--- config.mk ---
export PLATFORM = sky130hd
export DESIGN_NAME = psmp_core
export DESIGN_NICKNAME = d
export VERILOG_FILES = /design/src/rtl/psmp_stack.v /design/src/rtl/psmp_vector.v /design/src/rtl/psmp_core.v
export VERILOG_INCLUDE_DIRS = /design/src /design/src/common
export SDC_FILE = /design/constraint.sdc
export NUM_CORES = 1
export LEC_CHECK = 0
export BUFFER_PORTS_ARGS = -buffer_cell sky130_fd_sc_hd__buf_2
export CELL_PAD_IN_SITES_DETAIL_PLACEMENT = 1
export CELL_PAD_IN_SITES_GLOBAL_PLACEMENT = 2
export CORE_MARGIN = 8
export CORE_UTILIZATION = 42
export CTS_BUF_LIST = sky130_fd_sc_hd__clkbuf_16
export DETAILED_ROUTE_END_ITERATION = 12
export HOLD_SLACK_MARGIN = 0.15
export PLACE_DENSITY = 0.9
export RECOVER_POWER = 25
export REMOVE_ABC_BUFFERS = 1
export SYNTH_ARGS = -nofsm -noshare
export SYNTH_HDL_FRONTEND = slang
export SYNTH_HIERARCHICAL = 1
export SYNTH_SLANG_ARGS = --single-unit
--- constraint.sdc ---
create_clock -name clk -period 5.6 [get_ports clk]
set_input_delay 1.12 -clock clk [delete_from_list [all_inputs] [get_ports clk]]
set_output_delay 1.12 -clock clk [all_outputs]
set_load 0.005 [all_outputs]
--- src/common/psmp_defines.vh ---
// Constants for the program sequencing and memory paging block.
// Assumes a single 10 MHz clock and an active-low asynchronous reset.
`ifndef PSMP_DEFINES_VH
`define PSMP_DEFINES_VH

`define PSMP_PC_W        13
`define PSMP_PAGE_OFS_W  11
`define PSMP_STACK_DEPTH 8
`define PSMP_SP_W        4
`define PSMP_TAB_W       15
`define PSMP_RAM_AW      10

// Fixed vectors
`define PSMP_VEC_RESET   13'h0000
`define PSMP_VEC_DIV0    13'h0004
`define PSMP_VEC_TMR0    13'h0008
`define PSMP_VEC_PORTRC  13'h000c
`define PSMP_VEC_DIV1    13'h0014
`define PSMP_VEC_TMR1    13'h0020

// Writable-bit masks for the paging registers
`define PSMP_ROMPG_MASK  4'h3
`define PSMP_IPAGE_MASK  4'h7
`define PSMP_WRP_MASK    4'hf
`define PSMP_BANK_MASK   4'h7
`define PSMP_REG_RST     4'h0

// Register selects on reg_sel
`define PSMP_SEL_ROMPG   3'h0
`define PSMP_SEL_IPAGE   3'h1
`define PSMP_SEL_WRP     3'h2
`define PSMP_SEL_BANK    3'h3
`define PSMP_SEL_TABLE_POINTER_LOW_NIBBLE    3'h4
`define PSMP_SEL_TAB1    3'h5
`define PSMP_SEL_TAB2    3'h6
`define PSMP_SEL_TAB3    3'h7

// RAM address modes
`define PSMP_AM_DIRECT   2'h0
`define PSMP_AM_INDIRECT 2'h1
`define PSMP_AM_WORKREG  2'h2

// Program counter commands
`define PSMP_CMD_STEP    3'h0
`define PSMP_CMD_JUMP    3'h1
`define PSMP_CMD_CALL    3'h2
`define PSMP_CMD_BRANCH  3'h3
`define PSMP_CMD_RETURN  3'h4
`define PSMP_CMD_HOLD    3'h5

`endif

--- src/rtl/psmp_stack.v ---
// Eight-level return stack with wrap-around overwrite.
// Assumes push and pop are never asserted in the same cycle.
`timescale 1ns/1ps
`default_nettype none
`include "psmp_defines.vh"
module psmp_stack (
   input  wire                   clk,      // System clock
   input  wire                   rst_n,    // Async reset, low
   input  wire                   push,     // Push request
   input  wire                   pop,      // Pop request
   input  wire [`PSMP_PC_W-1:0]  push_data,// Value to push
   output wire [`PSMP_PC_W-1:0]  top_data, // Current top entry
   output reg  [`PSMP_SP_W-1:0]  depth     // Valid entries 0..8
);
   reg [`PSMP_PC_W-1:0] entry [0:`PSMP_STACK_DEPTH-1]; // Circular store
   reg [2:0]            top_idx;                       // Index of top
   wire [2:0]           next_idx = top_idx + 3'h1;     // Push slot
   genvar               g;

   ////////////////////////////////////////////////////////////////
   // Storage: circular, so a ninth push overwrites the oldest
   generate
      for (g = 0; g < `PSMP_STACK_DEPTH; g = g + 1) begin : gen_ent
         always @(posedge clk or negedge rst_n) begin
            if (!rst_n) begin
               entry[g] <= {`PSMP_PC_W{1'b0}};
            end else if (push && next_idx == g) begin
               entry[g] <= push_data;
            end
         end
      end
   endgenerate

   ////////////////////////////////////////////////////////////////
   // Pointer and depth; full depth saturates, no error raised
   always @(posedge clk or negedge rst_n) begin
      if (!rst_n) begin
         top_idx <= 3'h7;
         depth   <= 4'h0;
      end else if (push) begin
         top_idx <= next_idx;
         if (depth != 4'h8) begin
            depth <= depth + 4'h1;
         end
      end else if (pop) begin
         top_idx <= top_idx - 3'h1;
         if (depth != 4'h0) begin
            depth <= depth - 4'h1;
         end
      end
   end

   assign top_data = entry[top_idx];
endmodule
`default_nettype wire

--- src/rtl/psmp_vector.v ---
// Interrupt priority encoder giving the fixed vector address.
// Assumes request bits are already enabled and qualified.
`timescale 1ns/1ps
`default_nettype none
`include "psmp_defines.vh"
module psmp_vector (
   input  wire [4:0]             irq_req, // 0 div0 .. 4 tmr1
   output reg                    irq_any, // Any request pending
   output reg  [2:0]             irq_id,  // Winning source
   output reg  [`PSMP_PC_W-1:0]  irq_vec  // Its vector
);
   ////////////////////////////////////////////////////////////////
   // Fixed priority: lowest index wins
   always @* begin
      irq_any = |irq_req;
      irq_id  = 3'h0;
      irq_vec = `PSMP_VEC_RESET;
      if (irq_req[0]) begin
         irq_id  = 3'h0;
         irq_vec = `PSMP_VEC_DIV0;
      end else if (irq_req[1]) begin
         irq_id  = 3'h1;
         irq_vec = `PSMP_VEC_TMR0;
      end else if (irq_req[2]) begin
         irq_id  = 3'h2;
         irq_vec = `PSMP_VEC_PORTRC;
      end else if (irq_req[3]) begin
         irq_id  = 3'h3;
         irq_vec = `PSMP_VEC_DIV1;
      end else if (irq_req[4]) begin
         irq_id  = 3'h4;
         irq_vec = `PSMP_VEC_TMR1;
      end
   end
endmodule
`default_nettype wire

--- src/rtl/psmp_core.v ---
// Program sequencing and memory paging: program counter, return stack,
// ROM page select, table pointer and data RAM address forming.
// Assumes the decoder issues one command per cycle and feeds ROM data.
`timescale 1ns/1ps
`default_nettype none
`include "psmp_defines.vh"
module psmp_core (
   input  wire                     clk,          // System clock, 10 MHz
   input  wire                     rst_n,        // Async reset, low
   // Sequencing commands
   input  wire [2:0]               pc_cmd,       // Step/jump/call/...
   input  wire [`PSMP_PAGE_OFS_W-1:0] pc_target, // In-page target
   input  wire [4:0]               irq_req,      // Enabled int requests
   output reg                      irq_taken,    // Interrupt accepted
   output reg  [2:0]               irq_src,      // Accepted source
   output reg  [`PSMP_PC_W-1:0]    program_counter_bits, // Fetch addr
   output wire [`PSMP_SP_W-1:0]    stack_depth,  // Stack entries held
   // Paging register access
   input  wire                     reg_wr,       // Register write
   input  wire [2:0]               reg_sel,      // Register select
   input  wire [3:0]               reg_wdata,    // Write nibble
   output reg  [3:0]               reg_rdata,    // Read nibble
   output reg  [3:0]               rom_page_select,      // ROM page
   output reg  [3:0]               indirect_page_select, // Ind. page
   output reg  [3:0]               work_reg_page_select, // WR page
   output reg  [3:0]               data_bank_select,     // Bank
   // Table read
   input  wire                     table_read_instr, // Table fetch
   output wire [`PSMP_PC_W-1:0]    table_rom_addr,   // ROM word addr
   output wire [1:0]               table_nib_sel,    // Nibble in word
   input  wire [15:0]              rom_rdata,        // ROM word
   output reg                      table_valid,      // Nibble ready
   output reg  [3:0]               table_data,       // Fetched nibble
   // Data RAM addressing
   input  wire [1:0]               ram_mode,     // Direct/indirect/WR
   input  wire [6:0]               ram_offset,   // Offset in bank/page
   input  wire                     imm_op,       // Immediate operand
   output reg  [`PSMP_RAM_AW-1:0]  ram_addr,     // Physical address
   output reg                      imm_illegal   // Immediate to RAM
);
   ////////////////////////////////////////////////////////////////
   // Internal signals
   reg  [15:0]             table_ptr;   // Four pointer nibbles
   reg  [`PSMP_PC_W-1:0]   next_pc;     // Next program counter
   wire [`PSMP_PC_W-1:0]   pc_inc;      // Sequential address
   wire                    stk_push;    // Push to stack
   wire                    stk_pop;     // Pop from stack
   wire [`PSMP_PC_W-1:0]   stk_top;     // Return address
   wire                    v_any;       // Request pending
   wire [2:0]              v_id;        // Winning source
   wire [`PSMP_PC_W-1:0]   v_vec;       // Winning vector
   wire                    take_irq;    // Accept this cycle

   assign pc_inc = program_counter_bits + 13'h0001;

   psmp_vector u_vec (
      .irq_req (irq_req),
      .irq_any (v_any),
      .irq_id  (v_id),
      .irq_vec (v_vec)
   );

   // Interrupts are accepted only between ordinary commands,
   // never while the decoder holds the counter
   assign take_irq = v_any && (pc_cmd != `PSMP_CMD_HOLD);
   assign stk_push = take_irq || (pc_cmd == `PSMP_CMD_CALL);
   assign stk_pop  = !take_irq && (pc_cmd == `PSMP_CMD_RETURN);

   psmp_stack u_stack (
      .clk       (clk),
      .rst_n     (rst_n),
      .push      (stk_push),
      .pop       (stk_pop),
      .push_data (take_irq ? program_counter_bits : pc_inc),
      .top_data  (stk_top),
      .depth     (stack_depth)
   );

   ////////////////////////////////////////////////////////////////
   // Next program counter selection
   always @* begin
      next_pc = program_counter_bits;
      if (take_irq) begin
         next_pc = v_vec;
      end else begin
         case (pc_cmd)
            `PSMP_CMD_STEP: begin
               next_pc = pc_inc;
            end
            `PSMP_CMD_JUMP, `PSMP_CMD_CALL: begin
               // Page comes from the page register, not the PC
               next_pc = {rom_page_select[1:0], pc_target};
            end
            `PSMP_CMD_BRANCH: begin
               // Page register ignored: stays in the current page
               next_pc = {program_counter_bits[`PSMP_PC_W-1:`PSMP_PAGE_OFS_W],
                          pc_target};
            end
            `PSMP_CMD_RETURN: begin
               next_pc = stk_top;
            end
            `PSMP_CMD_HOLD: begin
               next_pc = program_counter_bits;
            end
            default: begin
               next_pc = program_counter_bits;
            end
         endcase
      end
   end

   ////////////////////////////////////////////////////////////////
   // Program counter and interrupt acknowledge
   always @(posedge clk or negedge rst_n) begin
      if (!rst_n) begin
         program_counter_bits <= `PSMP_VEC_RESET;
         irq_taken            <= 1'b0;
         irq_src              <= 3'h0;
      end else begin
         program_counter_bits <= next_pc;
         irq_taken            <= take_irq;
         irq_src              <= v_id;
      end
   end

   ////////////////////////////////////////////////////////////////
   // Paging registers and table pointer nibbles
   always @(posedge clk or negedge rst_n) begin
      if (!rst_n) begin
         rom_page_select      <= `PSMP_REG_RST;
         indirect_page_select <= `PSMP_REG_RST;
         work_reg_page_select <= `PSMP_REG_RST;
         data_bank_select     <= `PSMP_REG_RST;
         table_ptr            <= 16'h0000;
      end else if (reg_wr) begin
         case (reg_sel)
            `PSMP_SEL_ROMPG: begin
               rom_page_select <= reg_wdata & `PSMP_ROMPG_MASK;
            end
            `PSMP_SEL_IPAGE: begin
               indirect_page_select <= reg_wdata & `PSMP_IPAGE_MASK;
            end
            `PSMP_SEL_WRP: begin
               work_reg_page_select <= reg_wdata & `PSMP_WRP_MASK;
            end
            `PSMP_SEL_BANK: begin
               data_bank_select <= reg_wdata & `PSMP_BANK_MASK;
            end
            `PSMP_SEL_TABLE_POINTER_LOW_NIBBLE: begin
               table_ptr[3:0] <= reg_wdata;
            end
            `PSMP_SEL_TAB1: begin
               table_ptr[7:4] <= reg_wdata;
            end
            `PSMP_SEL_TAB2: begin
               table_ptr[11:8] <= reg_wdata;
            end
            `PSMP_SEL_TAB3: begin
               table_ptr[15:12] <= reg_wdata;
            end
            default: begin
               table_ptr <= table_ptr;
            end
         endcase
      end
   end

   ////////////////////////////////////////////////////////////////
   // Register read-back; top pointer bit is beyond 32768 but reads back as written
   always @* begin
      case (reg_sel)
         `PSMP_SEL_ROMPG: reg_rdata = rom_page_select;
         `PSMP_SEL_IPAGE: reg_rdata = indirect_page_select;
         `PSMP_SEL_WRP:   reg_rdata = work_reg_page_select;
         `PSMP_SEL_BANK:  reg_rdata = data_bank_select;
         `PSMP_SEL_TABLE_POINTER_LOW_NIBBLE:  reg_rdata = table_ptr[3:0];
         `PSMP_SEL_TAB1:  reg_rdata = table_ptr[7:4];
         `PSMP_SEL_TAB2:  reg_rdata = table_ptr[11:8];
         `PSMP_SEL_TAB3:  reg_rdata = table_ptr[15:12];
         default:         reg_rdata = 4'h0;
      endcase
   end

   ////////////////////////////////////////////////////////////////
   // Table read: word address from pointer bits 14:2, nibble 1:0
   assign table_rom_addr = table_ptr[`PSMP_TAB_W-1:2];
   assign table_nib_sel  = table_ptr[1:0];

   // ROM answers combinationally; the nibble is registered here
   always @(posedge clk or negedge rst_n) begin
      if (!rst_n) begin
         table_valid <= 1'b0;
         table_data  <= 4'h0;
      end else begin
         table_valid <= table_read_instr;
         if (table_read_instr) begin
            case (table_nib_sel)
               2'h0:    table_data <= rom_rdata[3:0];
               2'h1:    table_data <= rom_rdata[7:4];
               2'h2:    table_data <= rom_rdata[11:8];
               default: table_data <= rom_rdata[15:12];
            endcase
         end
      end
   end

   ////////////////////////////////////////////////////////////////
   // Data RAM address forming
   always @* begin
      imm_illegal = 1'b0;
      case (ram_mode)
         `PSMP_AM_DIRECT: begin
            ram_addr = {data_bank_select[2:0], ram_offset};
            imm_illegal = imm_op;
         end
         `PSMP_AM_INDIRECT: begin
            ram_addr = {data_bank_select[2:0], indirect_page_select[2:0],
                        ram_offset[3:0]};
            imm_illegal = imm_op;
         end
         `PSMP_AM_WORKREG: begin
            // Working registers live in banks 0 and 1 regardless of bank
            ram_addr = {2'h0, work_reg_page_select, ram_offset[3:0]};
         end
         default: begin
            ram_addr = {data_bank_select[2:0], ram_offset};
            imm_illegal = imm_op;
         end
      endcase
   end
endmodule
`default_nettype wire

Word level (Yosys, flattened, before mapping) --
Index checks and enable logic that the tools add are counted.
Storage, ports and cells: register bits after elaboration 161, input port bits 56, output and inout port bits 72
Operators by class: $lt $le $gt $ge 1, add/subtract/negate cells 5, reduce and logical (&&, ||, !) cells 33, bitwise operators 1, equality and inequality tests 26, mux-type cells 26
Operators with widths (number):
- $mux W13 | 8
- $pmux W13 S4 | 1
- $bmux W13 S3 | 1
- $pmux W4 S8 | 1
- $eq A3 B3 Y1 const B | 9
- $mux W3 | 7
- $pmux W10 S2 | 1
- $eq A3 B2 Y1 const B | 6
- $reduce_and A2 Y1 | 9
- $mux W4 | 4
- $add A13 B1 Y13 const B | 1
- $pmux W4 S3 | 1
- $logic_and A1 B1 Y1 | 10
- $eq A3 B1 Y1 const B | 3
- $logic_not A3 Y1 | 3
- $reduce_bool A4 Y1 | 2
- $mux W6 | 1
- $reduce_bool A5 Y1 | 1
- $reduce_or A5 Y1 | 1
- $add A4 B1 Y4 const B | 1
- $eq A2 B1 Y1 const B | 2
- $eq A2 B2 Y1 const B | 2
- $ge A4 B4 Y1 const B | 1
- $ne A2 B2 Y1 const B | 2
- 13 further kinds | 14

Depth between registers and ports, before layout --
depth in word-level cells 6, mapped depth 12, gate-level depth less buffers 9

By module --
The synthesis kept the hierarchy.
Modules (own cells, without submodules):
- psmp_stack | sequential area each 2781.4 sq um, times used 1, cells an instance 329, area an instance 5285.1 sq um
- psmp_core | sequential area each 1251.2 sq um, times used 1, cells an instance 365, area an instance 3529.6 sq um
- psmp_vector | sequential area each 0.0 sq um, times used 1, cells an instance 23, area an instance 152.6 sq um

Worst setup path before layout --
No wires, ideal clock.
kind in2reg, start point input port irq_req[2], end point register u_stack.depth[3], setup slack 2032 ps, setup time 138 ps, buffers on the path 3, stages on the path 12, data arrival time 3430 ps, required time 5462 ps, cells stage by stage nor4_2 -> nand2b_1 -> buf_2 -> buf_2 -> nor2_1 -> nor2_1 -> clkbuf_1 -> inv_1 -> ha_1 -> a21oi_1 -> nand3_1 -> mux4_2
Between the ends: elaborated cells on any way between the ends 10
RTL lines:
- start, declared | RTL line psmp_core.v:13 | input wire [4:0] irq_req,
- $reduce_or A5 Y1 * | RTL line psmp_vector.v:15 | irq_any = |irq_req;
- named net v_any | RTL line psmp_core.v:49 | wire v_any;
- $logic_and A1 B1 Y1 * | RTL line psmp_core.v:65 | assign take_irq = v_any && (pc_cmd != `PSMP_CMD_HOLD);
- $logic_or A1 B1 Y1 * | RTL line psmp_core.v:66 | assign stk_push = take_irq || (pc_cmd == `PSMP_CMD_CALL);
- named net stk_push | RTL line psmp_core.v:46 | wire stk_push;
- $ne A2 B2 Y1 (no line) / $reduce_bool A2 Y1 (equally long branches)
- $reduce_and A3 Y1 (no line)
- end signal, assigned | RTL line psmp_stack.v:43 | depth <= depth + 4'h1;
- end signal, assigned | RTL line psmp_stack.v:48 | depth <= depth - 4'h1;
- end, declared | RTL line psmp_stack.v:13 | output reg [`PSMP_SP_W-1:0] depth
Mark *: on every way through the listed nets, which the timed path passes. The rest lies on a longest branch. A chain may end at the register's enable or synchronous reset.

Worst setup path in the final report --
start point input port reg_sel[0], end point output port reg_rdata[1]
Between the ends: word-level cells in the longest chain between the ends 2, elaborated cells on any way between the ends 9
Ends and longest elaborated chain:
- start, declared | RTL line psmp_core.v:20 | input wire [2:0] reg_sel,
- $eq A3 B3 Y1, or another cell as far along | RTL line psmp_core.v:171 | case (reg_sel)
- $pmux W4 S8 * | RTL line psmp_core.v:171
- end, declared | RTL line psmp_core.v:22 | output reg [3:0] reg_rdata,
Mark *: on every way between the ends. The rest lies on a longest branch, timed or not.

==> results.toml <==
[clocking]
cts-root-buf = "clkbuf_16"
cts_buffers = 17
clock-sinks = 161
cts-resized-gates = 0
clock_latency_ps = 440
clock_tree.buffer_depth = 2
cts_tree = "done"
htree_levels = 4
cts_setup_buffers = 0
path_clk_slew_ps = 70
holdBufCountCts = 0

[floorplanning]
die_x_um = 162.1
start_util_pct = 42.66
die_h_um = 162.1
die_area_um2 = 26280
ios = 128
coreArea_um2 = 21020
placementRows = 53

[timing]
setup_viol = 0
grt_setup_unrepaired = "no"
maxSlewHeadroom_pct = -65.87
maxSlewViolCount = 47
tightest_slew_ps = 2488
finalCritPeriodShare_pct = 70.14
tns_ps = 0
hold_viol = 0
layout_min_cycle_time_ps = 3928
skew_ps = 9.643
fmax_ghz = 0.2546

[yosys]
ys_types = 75
synth_area_um2 = 8967
synthFlopType = "dfrtp_1"
syn_avg_cell_area_um2 = 12.51
syn_inst = 717
ys_seq_area_share_pct = 44.97
synth_seq_cells = 161
yosysWarningCount = 6
synth-async-reset-ratio_pct = 100.0
synth_edf_count = 0

[global_routing]
antenna_found_initial = 0
grt_max_degree = 70
grt_overflow = 0
grt_usage_pct = 19.23
grt_pass1_wl_um = 39230
grt_pass1_vias = 6706

[setup_path]
cp-start-kind = "primary input"
required_ps = 4480
cp_max_fo = 18
reg2reg_depth = 7
worstSetupPathType = "primary input to output port"
cp.arrival_ps = 2810
endpoint_kind = "output port"

[drt]
vias_per_cell = 5.615
drt-initial-drc-count = 289
drcViolationCount = 0
vias = 6103
wire_per_inst_um = 22.54
wirelength_um = 24500
antenna_left = 0
drtPass1Iterations = 4

[layout]
utilization_pct = 47.96
multiInputGateArea_um2 = 4404
fillerInstances = 2213
final_nets = 867
final_area_um2 = 10080
finalNonFillerCells = 1087
regArea_um2 = 4033
area_growth_pct = 12.43
num_antenna_cells = 0
drive_gt1_share_pct = 42.12

[placement]
postPlaceCellArea_um2 = 9507
gp_congestion = 0.7807
portBuffers = 115
dp_hpwl_um = 17100
place_inst = 1055

[outcome]
status = "complete, but fails checks"
violations = "max-capacitance violations, max-slew violations"

[power]
p_per_area_nw_per_um2 = 508.1
ir_worst_vdd_mv = 0.2375
p_leak_nw = 4.441
p_total_mw = 5.123

[hold_path]
hold_path.class = "flop to flop"
whs_path_depth = 1

[flow_run]
maxCapViolations = 1
-- through the flow --
step	worst slack, ps	hold slack [ps]
final	1672	502.8
after global routing	1479	521.5
after CTS	1909	507.0
after detailed placement	1450	489.4
after global placement	1617	481.3
after floorplan	1946	472.0
-- layout by cell type, fill, tap and decap left out, drive strengths merged, types with 4 or more instances in the layout --
master and count:
clkinv 6, nor3b 4, o21ai 23, o211ai 9, nand3 13, clkbuf 21, mux2 150, inv 22
dfrtp 158, nor3 9, a21o 4, nand2 43, a21oi 26, conb 13, ha 11, nor4 5
mux4 35, buf 123, xor2 13, o22ai 7, nor2b 6, xnor2 10, nand2b 8, a22oi 4
nand4 4, nor2 38
-- cell type report --
cell class / count / area share [%]
multi-input combinational: 479 / 43.68
tap: 275 / 3.413
sequential: 161 / 40.00
clock buffer: 17 / 4.219
clock inverter: 15 / 1.613
inverter: 13 / 0.4840
timing repair buffer: 127 / 6.590
-- worst paths after layout --
kind                               startpoint                      end  slack (ps)
setup reg to reg           u_stack/top_idx[0]  program_counter_bits[2]        2550
max in group asynchronous               rst_n        u_stack/entry[87]        2140
hold / removal             u_stack/entry[102]       u_stack/entry[102]         500
hold reg to reg            u_stack/entry[102]       u_stack/entry[102]         500
min in group asynchronous               rst_n             table_ptr[6]         680
setup / recovery                   reg_sel[0]             reg_rdata[1]        1670
-- synthesized netlist by cell type (12+ instances only) --
cell | count | area share, %
buf_2 | 15 | 0.84
buf_4 | 43 | 3.6
mux4_1 | 16 | 4.7
inv_1 | 12 | 0.50
nand2_1 | 42 | 1.8
nor2_1 | 37 | 1.5
dfrtp_1 | 158 | 44
o21ai_0 | 19 | 1.1
mux4_2 | 19 | 4.8
nand3_1 | 12 | 0.67
mux2_2 | 150 | 19
a21oi_1 | 26 | 1.5
xor2_1 | 13 | 1.3
-- critical path: stages --
cell and delay [ps]:
clkbuf_1 670, mux4_2 610, mux2_2 270, buf_2 130
-- state kept, by name, indices dropped and copies added (netlist names) --
signal	cells
u_stack/entry	104
table_ptr	16
program_counter_bits	13
table_data	4
u_stack/depth	4
work_reg_page_select	4
data_bank_select	3
indirect_page_select	3
irq_src	3
u_stack/top_idx	3
rom_page_select	2
irq_taken	1
table_valid	1
-- metal layers --
metal | wire [um] | GRT usage, % | share of wire [%]
met5 | 0 | 0 | 0
met4 | 377 | 5.892 | 1.5
met3 | 1096 | 3.467 | 4.5
met2 | 12680 | 32.45 | 52
met1 | 10350 | 24.70 | 42
-- logic make-up after synthesis --
group | Yosys count | synth area share, %
DFF | 161 | 44.97
buffers and inverters | 88 | 6.320
and+or+nand+nor | 145 | 8.442
xor gates and xnor gates | 23 | 2.665
other | 2 | 0.08375
adders and majority gates | 12 | 1.758
AOI/OAI and AO/OA | 100 | 7.353
muxes | 186 | 28.41
-- power by group --
group | switching, mW | total [mW] | internal [mW]
clock | 0.560 | 1.16 | 0.600
combinational | 0.789 | 1.91 | 1.12
sequential | 0.416 | 2.06 | 1.64
Power figures use the tool's default switching activity.
